==> src/inc/ptt_pkg.sv <==
// Constants shared by the periodic tick timer block and its bench.
// Assumes a classic Wishbone slave with 32-bit data and byte addresses.
// Function
// - Each timer has clock select, prescaler, 16-bit up counter, modulo and control.
// - Modulo and control are read/write; the counter reads only, writes ignored.
// - When enabled, count to modulo, flag rollover, wrap to zero, keep counting.
// - Wrap and rollover happen on the count clock after counter equals modulo.
// - Modulo zero keeps counter at zero with rollover on every count clock.
// - Every wrap at modulo sets the flag; interrupt requested only while enable bit set.
// - Software can clear the rollover flag to acknowledge the event.
// - Count clock is source clock divided by powers of two, 1 to 32768.
// - Clock select picks bus clock or one of three alternate clock inputs.
// - The count-run bit starts and stops a non-slaved timer.
// - Timers one and two may be slaved to the count-run bit of timer zero.
// - A slaved timer ignores its own count-run bit.
package ptt_pkg;

    // Sizes of the block.
    localparam int unsigned PTT_NUM_INST   = 3;
    localparam int unsigned PTT_CNT_W      = 16;
    localparam int unsigned PTT_PSEL_W     = 4;
    localparam int unsigned PTT_PDIV_W     = 15;
    localparam int unsigned PTT_CSEL_W     = 2;
    localparam int unsigned PTT_ALT_CLKS   = 3;
    localparam int unsigned PTT_ADDR_W     = 8;

    // Register map: each timer owns a window of sixteen bytes.
    localparam logic [7:0]  PTT_INST_STRIDE = 8'h10;
    localparam logic [3:0]  PTT_OFS_CTRL    = 4'h0;
    localparam logic [3:0]  PTT_OFS_MOD     = 4'h4;
    localparam logic [3:0]  PTT_OFS_CNT     = 4'h8;
    localparam logic [7:0]  PTT_ADR_STATUS  = 8'h30;
    localparam logic [7:0]  PTT_ADR_MASK    = 8'h34;

    // Control register field positions.
    localparam int unsigned PTT_CTRL_RUN    = 0;
    localparam int unsigned PTT_CTRL_SLAVE  = 1;
    localparam int unsigned PTT_CTRL_FLAG   = 2;
    localparam int unsigned PTT_CTRL_PSEL   = 4;
    localparam int unsigned PTT_CTRL_CSEL   = 8;

    // Reset values.
    localparam logic [15:0] PTT_MOD_RST     = 16'h0000;
    localparam logic [15:0] PTT_CNT_RST     = 16'h0000;
    localparam logic [3:0]  PTT_PSEL_RST    = 4'h0;
    localparam logic [31:0] PTT_RD_ZERO     = 32'h0000_0000;

    // Counter clock sources.
    typedef enum logic [1:0] {
        PTT_SRC_BUS  = 2'b00,
        PTT_SRC_ALT1 = 2'b01,
        PTT_SRC_ALT2 = 2'b10,
        PTT_SRC_ALT3 = 2'b11
    } ptt_src_t;

    // Bus slave states.
    typedef enum logic [0:0] {
        PTT_BUS_IDLE = 1'b0,
        PTT_BUS_ACK  = 1'b1
    } ptt_bus_t;

endpackage

==> src/rtl/ptt_periodic_timer.sv <==
// Periodic tick timer block with several timer channels behind a Wishbone slave.
// Assumes all inputs synchronous to sys_clk and a classic single-cycle Wishbone master.
// Software is assumed to stop a timer before changing its clock source.
`timescale 1ns/1ps

module ptt_periodic_timer
    import ptt_pkg::*;
#(
    parameter int unsigned NUM_INST = PTT_NUM_INST
) (
    input  wire logic                    sys_clk,
    input  wire logic                    rst,
    input  wire logic                    wb_cyc_i,
    input  wire logic                    wb_stb_i,
    input  wire logic                    wb_we_i,
    input  wire logic [PTT_ADDR_W-1:0]   wb_adr_i,
    input  wire logic [3:0]              wb_sel_i,
    input  wire logic [31:0]             wb_dat_i,
    output logic      [31:0]             wb_dat_o,
    output logic                         wb_ack_o,
    input  wire logic [PTT_ALT_CLKS-1:0] altClk,
    output logic      [NUM_INST-1:0]     rollPulse,
    output logic                         irq
);

    ////////////////////////////////////////////////////////////////////////////
    // Register state.

    // All state clears on rst: timers stopped, divide by one,
    // bus clock source, modulo zero, interrupts masked.
    logic [NUM_INST-1:0]   runBit;
    logic [NUM_INST-1:0]   slaveBit;
    logic [NUM_INST-1:0]   rollFlag;
    logic [NUM_INST-1:0]   irqMask;
    logic [PTT_PSEL_W-1:0] prescSel   [NUM_INST];
    logic [PTT_CSEL_W-1:0] clkSel     [NUM_INST];
    logic [PTT_CNT_W-1:0]  modulo     [NUM_INST];
    logic [PTT_CNT_W-1:0]  count      [NUM_INST];
    // The run bit that really gates each core.
    logic [NUM_INST-1:0]   effRun;
    logic [NUM_INST-1:0]   srcTick;
    logic [NUM_INST-1:0]   rollTick;
    logic [PTT_ALT_CLKS-1:0] altPrev;
    logic [PTT_ALT_CLKS-1:0] altRise;

    ////////////////////////////////////////////////////////////////////////////
    // Bus decode.

    // Every request is answered after one wait state, so
    // a master waiting for ack cannot hang: unmapped reads
    // return zero and unmapped writes are dropped.
    // A timer offset that is not word aligned reads zero.
    ptt_bus_t              busState;
    logic                  busReq;
    logic                  wrStrobe;
    logic [3:0]            instSel;
    logic [3:0]            regOfs;
    logic                  instHit;
    logic [31:0]           next_rdData;
    logic [31:0]           wrMerged;
    logic [31:0]           ctrlRd     [NUM_INST];

    // A request is served once; ack drops in the cycle after it was given.
    // Ignoring cyc and stb in the ack cycle keeps a late
    // strobe drop from starting a phantom second transfer.
    assign busReq   = wb_cyc_i && wb_stb_i && (busState == PTT_BUS_IDLE);
    assign wrStrobe = busReq && wb_we_i;
    assign instSel  = wb_adr_i[7:4];
    assign regOfs   = wb_adr_i[3:0];
    assign instHit  = (32'(instSel) < NUM_INST);

    // Byte lanes outside sel keep zero; registers narrower than a word sit low.
    // Trade-off: one merge serves every register, but a
    // partial write zeroes the unselected lanes.
    always_comb begin
        for (int b = 0; b < 4; b++) begin
            wrMerged[8*b +: 8] = wb_sel_i[b] ? wb_dat_i[8*b +: 8] : 8'h00;
        end
    end

    // Bus handshake: one wait state, ack is a one-cycle pulse.
    // Writes land at the edge that takes the request, so a
    // read right after a write already sees the new value.
    always_ff @(posedge sys_clk) begin
        if (rst) begin
            busState <= PTT_BUS_IDLE;
        end else begin
            case (busState)
                PTT_BUS_IDLE: begin
                    if (busReq) begin
                        busState <= PTT_BUS_ACK;
                    end
                end
                PTT_BUS_ACK: begin
                    busState <= PTT_BUS_IDLE;
                end
                default: begin
                    busState <= PTT_BUS_IDLE;
                end
            endcase
        end
    end

    // Ack comes straight from the state flop, free of decode glitches.
    assign wb_ack_o = (busState == PTT_BUS_ACK);

    ////////////////////////////////////////////////////////////////////////////
    // Clock source selection.

    // Alternate clocks are synchronous levels; a rising edge gives one source tick.
    // No synchroniser is fitted: an asynchronous source must
    // be synchronised outside, or a metastable sample may
    // give a false tick. A source above half of sys_clk
    // loses edges.
    always_ff @(posedge sys_clk) begin
        if (rst) begin
            altPrev <= '0;
        end else begin
            altPrev <= altClk;
        end
    end

    // History resets to the idle low level, so no false edge follows reset.
    assign altRise = altClk & ~altPrev;

    ////////////////////////////////////////////////////////////////////////////
    // Per-timer channels.
    // Timing with the bus clock and divide by one: a run bit
    // written at edge E gives count one at edge E+1. At
    // count equal to modulo, the next count tick wraps to
    // zero and sets the flag; pulse and flag appear
    // together, irq one cycle later. With divider n, count
    // ticks fall every 2**n source ticks, the first 2**n
    // ticks after run, as the divider restarts when stopped.

    genvar gi;
    generate
        for (gi = 0; gi < NUM_INST; gi++) begin : g_inst

            // Only timers past the first may follow timer zero's run bit.
            // A slaved timer keeps its own run bit stored, so
            // leaving slave mode restores its own control.
            // Slaving joins run control only; divider, source
            // and modulo stay per timer.
            if (gi == 0) begin : g_master
                assign effRun[gi] = runBit[gi];
            end else begin : g_follower
                assign effRun[gi] = slaveBit[gi] ? runBit[0] : runBit[gi];
            end

            // Bus clock ticks every cycle; alternate sources tick on their rising edges.
            // A source switch while running does not restart the
            // divider, so one count period may come out short or long.
            always_comb begin
                case (ptt_src_t'(clkSel[gi]))
                    PTT_SRC_BUS:  srcTick[gi] = 1'b1;
                    PTT_SRC_ALT1: srcTick[gi] = altRise[0];
                    PTT_SRC_ALT2: srcTick[gi] = altRise[1];
                    PTT_SRC_ALT3: srcTick[gi] = altRise[2];
                    // Every code is named; the default keeps the case total.
                    default:      srcTick[gi] = 1'b0;
                endcase
            end

            // The core owns divider and counter; this level only
            // decides when it counts and where ticks come from.
            ptt_timer_core #(
                .CNT_W    (PTT_CNT_W),
                .PDIV_W   (PTT_PDIV_W)
            ) u_core (
                .sys_clk  (sys_clk),
                .rst      (rst),
                .run      (effRun[gi]),
                .srcTick  (srcTick[gi]),
                .prescSel (prescSel[gi]),
                .modulo   (modulo[gi]),
                .count    (count[gi]),
                .rollTick (rollTick[gi])
            );

            // Read view of the control register; the slave bit of timer zero reads zero.
            // Unlisted fields read zero.
            always_comb begin
                ctrlRd[gi] = PTT_RD_ZERO;
                ctrlRd[gi][PTT_CTRL_RUN] = runBit[gi];
                ctrlRd[gi][PTT_CTRL_SLAVE] = (gi != 0) ? slaveBit[gi] : 1'b0;
                ctrlRd[gi][PTT_CTRL_FLAG] = rollFlag[gi];
                ctrlRd[gi][PTT_CTRL_PSEL +: PTT_PSEL_W] = prescSel[gi];
                ctrlRd[gi][PTT_CTRL_CSEL +: PTT_CSEL_W] = clkSel[gi];
            end
        end
    endgenerate

    ////////////////////////////////////////////////////////////////////////////
    // Control and modulo registers.

    // Clock select may change at any time; software stops the timer first, since a
    // switch while running can give one short or long count period.
    // A write to the counter offset matches neither branch
    // and is dropped, so the counter is read only.
    // Timer zero has no slave setting; its bit stays zero.
    // A modulo lowered below a running count lets the count
    // run to its top value and wrap with no rollover event.
    always_ff @(posedge sys_clk) begin
        if (rst) begin
            runBit   <= '0;
            slaveBit <= '0;
            for (int i = 0; i < NUM_INST; i++) begin
                prescSel[i] <= PTT_PSEL_RST;
                clkSel[i]   <= PTT_SRC_BUS;
                modulo[i]   <= PTT_MOD_RST;
            end
        end else if (wrStrobe && instHit) begin
            for (int i = 0; i < NUM_INST; i++) begin
                if (32'(instSel) == i) begin
                    if (regOfs == PTT_OFS_CTRL) begin
                        runBit[i]   <= wrMerged[PTT_CTRL_RUN];
                        slaveBit[i] <= (i != 0) && wrMerged[PTT_CTRL_SLAVE];
                        prescSel[i] <= wrMerged[PTT_CTRL_PSEL +: PTT_PSEL_W];
                        clkSel[i]   <= wrMerged[PTT_CTRL_CSEL +: PTT_CSEL_W];
                    end else if (regOfs == PTT_OFS_MOD) begin
                        modulo[i]   <= wrMerged[PTT_CNT_W-1:0];
                    end
                end
            end
        end
    end

    ////////////////////////////////////////////////////////////////////////////
    // Rollover flags and interrupt.

    // Each flag shows in its control word and in status.
    logic [NUM_INST-1:0] flagClr;

    // A one written to the flag in the control word or in the status word clears it.
    always_comb begin
        flagClr = '0;
        if (wrStrobe) begin
            if (wb_adr_i == PTT_ADR_STATUS) begin
                flagClr = wrMerged[NUM_INST-1:0];
            end
            for (int i = 0; i < NUM_INST; i++) begin
                if (instHit && (32'(instSel) == i) && (regOfs == PTT_OFS_CTRL)) begin
                    flagClr[i] = wrMerged[PTT_CTRL_FLAG];
                end
            end
        end
    end

    // A wrap in the same cycle as the clear wins, so no event is lost.
    // Writing the control word back as read clears a set
    // flag; write a zero there to keep it.
    always_ff @(posedge sys_clk) begin
        if (rst) begin
            rollFlag <= '0;
        end else begin
            rollFlag <= (rollFlag & ~flagClr) | rollTick;
        end
    end

    ////////////////////////////////////////////////////////////////////////////
    // Interrupt enables and output.

    // Mask register holds the rollover interrupt enables.
    // The mask gates only irq, never the flag, so polling
    // works with every enable off.
    always_ff @(posedge sys_clk) begin
        if (rst) begin
            irqMask <= '0;
        end else if (wrStrobe && (wb_adr_i == PTT_ADR_MASK)) begin
            irqMask <= wrMerged[NUM_INST-1:0];
        end
    end

    // Level interrupt, held while any enabled flag is set.
    // Registered to stay glitch free, so irq lags the flags
    // by one cycle both ways; masking a set flag drops irq
    // a cycle later without clearing the flag.
    always_ff @(posedge sys_clk) begin
        if (rst) begin
            irq <= 1'b0;
        end else begin
            irq <= |(rollFlag & irqMask);
        end
    end

    ////////////////////////////////////////////////////////////////////////////
    // Wrap pulses.

    // Wrap pulses are registered so they line up with the flag setting.
    // Software reading status then sees the flag set.
    always_ff @(posedge sys_clk) begin
        if (rst) begin
            rollPulse <= '0;
        end else begin
            rollPulse <= rollTick;
        end
    end

    ////////////////////////////////////////////////////////////////////////////
    // Read path.

    // Counter reads live state; unmapped addresses read zero.
    // Status and mask decode the full address; a timer
    // window uses the upper nibble for the timer and the
    // lower for the register. A counter read returns the
    // value at the taking edge; a running count moves on.
    always_comb begin
        next_rdData = PTT_RD_ZERO;
        if (wb_adr_i == PTT_ADR_STATUS) begin
            next_rdData[NUM_INST-1:0] = rollFlag;
        end else if (wb_adr_i == PTT_ADR_MASK) begin
            next_rdData[NUM_INST-1:0] = irqMask;
        end else begin
            for (int i = 0; i < NUM_INST; i++) begin
                if (instHit && (32'(instSel) == i)) begin
                    case (regOfs)
                        PTT_OFS_CTRL: next_rdData = ctrlRd[i];
                        PTT_OFS_MOD:  next_rdData[PTT_CNT_W-1:0] = modulo[i];
                        PTT_OFS_CNT:  next_rdData[PTT_CNT_W-1:0] = count[i];
                        default:      next_rdData = PTT_RD_ZERO;
                    endcase
                end
            end
        end
    end

    // Read data is captured with the request and stands through the ack cycle.
    // Holding it until the next read saves a clear path and
    // lets a slow master sample it late.
    always_ff @(posedge sys_clk) begin
        if (rst) begin
            wb_dat_o <= PTT_RD_ZERO;
        end else if (busReq && !wb_we_i) begin
            wb_dat_o <= next_rdData;
        end
    end

    // Limits for integrators: alternate sources are sampled
    // levels, one count tick per source edge at most; the
    // counter is sixteen bits and the divider fifteen, so
    // the longest period is 2**31 source ticks. There is no
    // one-shot mode: a timer keeps wrapping until stopped.

endmodule

==> src/rtl/ptt_timer_core.sv <==
// One timer channel: prescaler and 16-bit up counter with modulo wrap.
// Assumes a one-cycle source tick per source clock edge, already selected.
`timescale 1ns/1ps

module ptt_timer_core
    import ptt_pkg::*;
#(
    parameter int unsigned CNT_W  = PTT_CNT_W,
    parameter int unsigned PDIV_W = PTT_PDIV_W
) (
    input  wire logic                  sys_clk,
    input  wire logic                  rst,
    input  wire logic                  run,
    input  wire logic                  srcTick,
    input  wire logic [PTT_PSEL_W-1:0] prescSel,
    input  wire logic [CNT_W-1:0]      modulo,
    output logic      [CNT_W-1:0]      count,
    output logic                       rollTick
);

    logic [PDIV_W-1:0] divCount;
    logic [PDIV_W:0]   divMask;
    logic              countTick;

    // A count tick falls on the source tick that completes 2**prescSel source ticks.
    assign divMask   = ({{PDIV_W{1'b0}}, 1'b1} << prescSel) - {{PDIV_W{1'b0}}, 1'b1};
    assign countTick = run && srcTick && ((divCount & divMask[PDIV_W-1:0]) == divMask[PDIV_W-1:0]);

    // The divider restarts while stopped so a new run begins with a full period.
    always_ff @(posedge sys_clk) begin
        if (rst || !run) begin
            divCount <= '0;
        end else if (srcTick) begin
            divCount <= divCount + {{(PDIV_W-1){1'b0}}, 1'b1};
        end
    end

    // Equal to modulo waits one more count clock, then wraps; modulo zero stays at zero.
    always_ff @(posedge sys_clk) begin
        if (rst) begin
            count <= PTT_CNT_RST;
        end else if (countTick) begin
            if (count == modulo) begin
                count <= '0;
            end else begin
                count <= count + {{(CNT_W-1){1'b0}}, 1'b1};
            end
        end
    end

    // One-cycle pulse on each wrap at modulo.
    assign rollTick = countTick && (count == modulo);

endmodule

==> config.mk <==
export PLATFORM = sky130hd
export DESIGN_NAME = ptt_periodic_timer
export DESIGN_NICKNAME = d
export VERILOG_FILES = /design/src/inc/ptt_pkg.sv /design/src/rtl/ptt_periodic_timer.sv /design/src/rtl/ptt_timer_core.sv
export SDC_FILE = /design/constraint.sdc
export NUM_CORES = 1
export LEC_CHECK = 0
export BUFFER_PORTS_ARGS = -buffer_cell sky130_fd_sc_hd__buf_4
export CAP_MARGIN = 20
export CORE_ASPECT_RATIO = 0.8
export CORE_UTILIZATION = 40
export DETAILED_ROUTE_END_ITERATION = 6
export PLACE_DENSITY = 0.6
export SLEW_MARGIN = 20
export SYNTH_ARGS = -nofsm -noshare
export SYNTH_HDL_FRONTEND = slang
export SYNTH_SLANG_ARGS = --single-unit
==> constraint.sdc <==
create_clock -name sys_clk -period 4.6 [get_ports sys_clk]
set_input_delay 0.46 -clock sys_clk [delete_from_list [all_inputs] [get_ports sys_clk]]
set_output_delay 0.46 -clock sys_clk [all_outputs]
set_load 0.01 [all_outputs]
; Word level (Yosys, flattened, before mapping)
; Memories as Yosys holds them, arrays and structs flattened.
; Index checks and enable logic that the tools add are counted.
[classes]
n_lt_le_gt_ge = 1
muxes = 67
shifts = 3
n_reduce_logical = 38
add_sub_neg = 9
bitwise = 19
eq_ne = 21
[op_table]
columns = operator, n
row1 = 2-to-1 mux 16 bit, 9
row2 = one-hot mux 16 bit (3 select lines), 3
row3 = 2-to-1 mux 32 bit, 2
row4 = 2-to-1 mux 29 bit, 2
row5 = adder 16 x 1 -> 16 bit (second input constant), 3
row6 = == test 16 bit, 3
row7 = adder 15 x 1 -> 15 bit (second input constant), 3
row8 = AND 15 bit, 3
row9 = == test 15 bit, 3
row10 = left shift 1 x 4 -> 15 bit (first input constant), 3
row11 = subtractor 15 x 1 -> 15 bit (second input constant), 3
row12 = 2-to-1 mux 1 bit, 35
row13 = logical AND 1 bit, 21
row14 = == test 8 x 6 -> 1 bit (second input constant), 2
row15 = 2-to-1 mux 8 bit, 2
row16 = == test 2 bit (second input constant), 6
row17 = 2-to-1 mux 3 bit, 4
row18 = 2-to-1 mux 4 bit, 3
row19 = one-hot mux 1 bit (4 select lines), 3
row20 = AND 3 bit, 3
row21 = bitwise OR 1 bit, 9
row22 = AND reduction 3 bit, 3
row23 = logical NOT 4 bit, 2
row24 = == test 2 x 1 -> 1 bit (second input constant), 3
row25 = 15 further kinds, 25
[word_totals]
regBits = 144
out_inout_bits = 37
inputBits = 52
ram_bits = 66
wordCells = 179
n_memories = 3
[memory_table]
columns = name, words, width, rd, rd_ports_with_merged_regs, write_ports, line
row1 = modulo, 3, 16, 3, 0, 3, ptt_periodic_timer.sv:37  ; logic [PTT_CNT_W-1:0] modulo [NUM_INST];
row2 = prescSel, 3, 4, 3, 0, 3, ptt_periodic_timer.sv:35  ; logic [PTT_PSEL_W-1:0] prescSel [NUM_INST];
row3 = clkSel, 3, 2, 3, 0, 3, ptt_periodic_timer.sv:36  ; logic [PTT_CSEL_W-1:0] clkSel [NUM_INST];

; Depth between registers and ports, before layout
[logic_depth]
word_depth = 8
ltp_mapped = 14
mapped_depth_nobuf = 9

; Modules after synthesis
; Synthesis repeated with hierarchy kept, for this count alone.
[hier_totals]
hier_cells = 1127
area_unflattened_um2 = 10596.4
[modules_own_cells]
columns = mod, seq_area_each_um2, instances, cells_per_inst, area_each_um2
row1 = ptt_periodic_timer, 2682.6, 1, 438, 4924.7
row2 = ptt_timer_core (g_inst[0].u_core ...), 620.6, 2, 232, 1885.6
row3 = ptt_timer_core (g_inst[2].u_core), 620.6, 1, 225, 1900.6

; Worst setup path after synthesis
; No wires, ideal clock.
[synth_timing]
kind = input-to-reg
from = input port wb_adr_i[3]
to = memory modulo[0][0], enable pin
path_slack_ns = 1.261
setup_ns = 0.414
t_arrival_ns = 2.924
n_path_buf = 1
required_ns = 4.186
stages = 4
cell_sequence = clkbuf_1 -> nor4b_1 -> nand3_1 -> o31ai_1
[synth_rtl]
columns = item, line
row1 = from (decl), ptt_periodic_timer.sv:16  ; input wire logic [PTT_ADDR_W-1:0] wb_adr_i,
row2 = to (decl), ptt_periodic_timer.sv:37

==> impl_metrics.toml <==
[pwr]
p_seq_share_pct = 51.1
cellLeakagePower_nw = 4.198
p_per_area_mw_per_mm2 = 291.1
p_total_w = 0.003579
intPower_w = 0.002625
p_switching_w = 0.0009539
power_frac_comb_pct = 7.0
p_sw_share_pct = 26.66
p_clk_share_pct = 41.9
peakVddDrop_mv = 0.2620

[routing]
drt_pass1_iterations = 5
wl_um = 31430
drtAntennaViolNets = 0
drc = 0
vias = 9703
viasPerCell = 5.931
drt_iter0_markers = 938
wl_per_cell_um = 19.21

[global_routing]
overflow = 0
grtUsageTotal_pct = 22.21
grt_start_max_net_pins = 86
first_global_vias = 8772
grt_first_pass_wirelength_um = 49600
antenna_found_initial = 0

[sta]
drv_slew = 0
setup_tns_ns = 0
max-slew-margin-rel_pct = 30.18
fmax_ghz = 0.2597
hold_violations = 0
finalClockSkew_ns = 0.01791
setup-violations-final = 0
tightest_slew_ns = 1.038
period_needed_ns = 3.851
rsz0062_at_grt = "no"
period_share_pct = 83.72

[place]
dp_hpwl_um = 22060
port_buffers = 54
gp_congestion = 0.8772

[setup_path]
critical_path.max_stage_delay_ns = 0.90
critPathMaxFanout = 18
arrival_ns = 4.19
cp-startpoint = "prescSel[0][7]"
worst_ep_required_time_ns = 4.94
crit_path_end = "g_inst[1].u_core.count[4]"
cp_cell_sequence = "nor2_2 > nand3b_1 > ha_1 > nor2_1 > and4b_1 > a2111oi_4 > nand4_4 > or4_1 > o41ai_1"
crit_path_end_kind = "register"
cp_slowest_cell = "or4_1"
reg2reg_setup_slack_ns = 0.75
crit_path_start_kind = "register"
timing.rr.start = "prescSel[0][7]"
r2r-end = "g_inst[1].u_core.count[4]"
setup.worst_path.class = "reg -> reg"
r2r_cells = 9

[clocking]
cts_tree = "built"
clk_pin_slew_worst_paths_ns = 0.08
cts_hold_buf = 0
clock-sinks = 194
clockBufferDepth = 2
post_cts_buffers = 0
htreeDepth = 4
clkLatencyLatePin_ns = 0.44
cts_root_buf = "clkbuf_16"
cts_made_buffers = 17
cts_repair_resize_count = 0

[floorplan]
fp.dieW_um = 188.5
start_util_pct = 40.78
dieArea_sq_mm = 0.02850
core_sq_mm = 0.02730
chipHeight_um = 151.2
rows = 54
io_pins = 89

[logic_synthesis]
synth_edf_count = 66
synth-compound-area-share_pct = 20.04
ys_types = 85
synthArstFlopShare_pct = 0
syn-cell-area_sq_mm = 0.01113
synth_top_area_cell = "dfxtp_1"
ys_seq_elements = 194
ys_top_cells_by_area = "dfxtp_1, edfxtp_1, xor2_1"
yosysTopAreaCellShare_pct = 23.02
synth-adder-area-share_pct = 1.012
synth.area.mux_share_pct = 3.631
synth_seq_area_share_pct = 40.83
synthSimpleGateAreaFrac_pct = 22.55
synthXorXnorAreaFrac_pct = 6.216
synth_most_common_cell = "dfxtp_1"
synth_warnings = 0
syn_inst = 1261
synth_top_family_by_area = "simple AND/OR/NAND/NOR gates"
synth_ff_type = "dfxtp_1"
synth_common_cells = "dfxtp_1, nor2_1, nand2_1"
syn_avg_cell_area_sq_um = 8.827

[cells_and_area]
drive_gt1_share_pct = 10.06
fill_cells = 2686
ff_latch_area_sq_mm = 0.004544
area_growth_pct = 10.45
layout.nets = 1320
antenna_cells = 0
multiInputGateArea_sq_mm = 0.006067

[run_status]
run_status = "finished, final reports clean"

[hold_path]
worstHoldPathType = "in -> reg"
hold_depth = 2

[run]
cap_violations = 0
==> worst min path at each step <==
| stage | from | end | slack (ns) |
|---|---|---|---|
| finish | altClk[1] | altPrev[1] | 0.24 |
| floorplan | g_inst[0].u_core.divCount[14] | g_inst[0].u_core.divCount[14] | 0.47 |
| detailed placement | wb_dat_o[5] | wb_dat_o[5] | 0.45 |
| global placement | wb_dat_o[3] | wb_dat_o[3] | 0.44 |
| global route | rst | altPrev[0] | 0.24 |
| CTS | altClk[1] | altPrev[1] | 0.22 |
==> flip-flops by register name, summed over array words and instances, names as in the netlist, 2 cells and up <==
register / flops
prescSel: 12
g_inst.u_core.divCount: 45
g_inst.u_core.count: 48
runBit: 3
altPrev: 3
rollFlag: 3
clkSel: 6
slaveBit: 2
wb_dat_o: 16
irqMask: 3
rollPulse: 3
modulo: 48
==> layout make-up <==
type                       instances  share of cell area (%)
clock buffer                      18                   3.572
clock inverter                    14                   1.130
inverter                          37                   1.130
multi-input combinational        941                   49.35
sequential                       194                   36.96
tap                              364                   3.704
timing repair buffer              68                   4.152
==> metal layers <==
layer | track usage [%] | part of all wire [%] | up-vias
li1 | - | - | 4691
met1 | 32.02 | 49 | 4681
met2 | 34.06 | 44 | 292
met3 | 3.661 | 5.4 | 39
met4 | 6.290 | 1.7 | 0
met5 | 0 | 0 | -
==> cells by family (layout without fill, tap and decap cells) <==
family / after synthesis / in the layout
xor gates and xnor gates: 79 / 79
other: 1 / 16
adders and majority gates: 9 / 9
AOI/OAI and AO/OA: 315 / 315
and+or+nand+nor: 482 / 482
DFF: 194 / 194
muxes: 40 / 40
buffers and inverters: 141 / 137
==> power by group through the flow <==
stage          logic [W]  registers, W  clock network [W]
3_5_place_dp    0.000249       0.00187                  0
3_3_place_gp    0.000248       0.00187                  0
4_1_cts         0.000250       0.00183            0.00153
2_1_floorplan   0.000191       0.00185                  0
5_1_grt         0.000273       0.00183            0.00159
6_report        0.000252       0.00183            0.00150
==> worst max-delay path: cells and delay by family, from the launching register on <==
family,cells,cell delay [ns]
adders and majority gates,1,0.42
DFF,1,0.74
AOI/OAI and AO/OA,2,0.66
and+or+nand+nor,6,1.91
==> layout by cell type (no fill, tap or decap), types with 6 or more instances in the layout <==
cell       synthesis  final
nand4_1           31     31
o211ai_1           7      7
a311oi_1           7      7
xnor2_1           32     32
mux2i_1           37     37
nor4_1            27     25
conb_1             1     16
a32o_1            17     17
o41ai_1           20     19
nand2_1           88     88
nor2b_1           19     19
and2_1            31     31
a22oi_1           23     23
o22ai_1            9      9
o21bai_1           8      8
and3_1            15     15
buf_4             18     68
o21ai_0           68     66
a21oi_1           67     67
nor3b_1            6      6
dfxtp_1          128    128
ha_1               9      9
a211oi_1           8      8
clkbuf_16          0     17
nor3_1            39     39
nand3b_1           7      7
o32ai_1            8      8
xor2_1            47     47
or3_1             19     19
nand3_1           65     65
inv_1             35     35
nor2_1            99     99
edfxtp_1          66     66
a221oi_1           9      9
==> through the flow <==
step	hold WS, ns	instance area [sq um]	setup WS [ns]	util [%]	std cells
floorplan	0.4710	11190	1.261	-	1276
global placement	0.4448	11720	0.8222	42.92	1604
detailed placement	0.4489	11720	0.7791	42.92	1604
CTS	0.2229	12290	0.7784	45.04	1636
global route	0.2378	12290	0.4910	45.04	1636
finish	0.2428	12290	0.7488	45.04	1636
(Power assumes the default switching activity.)
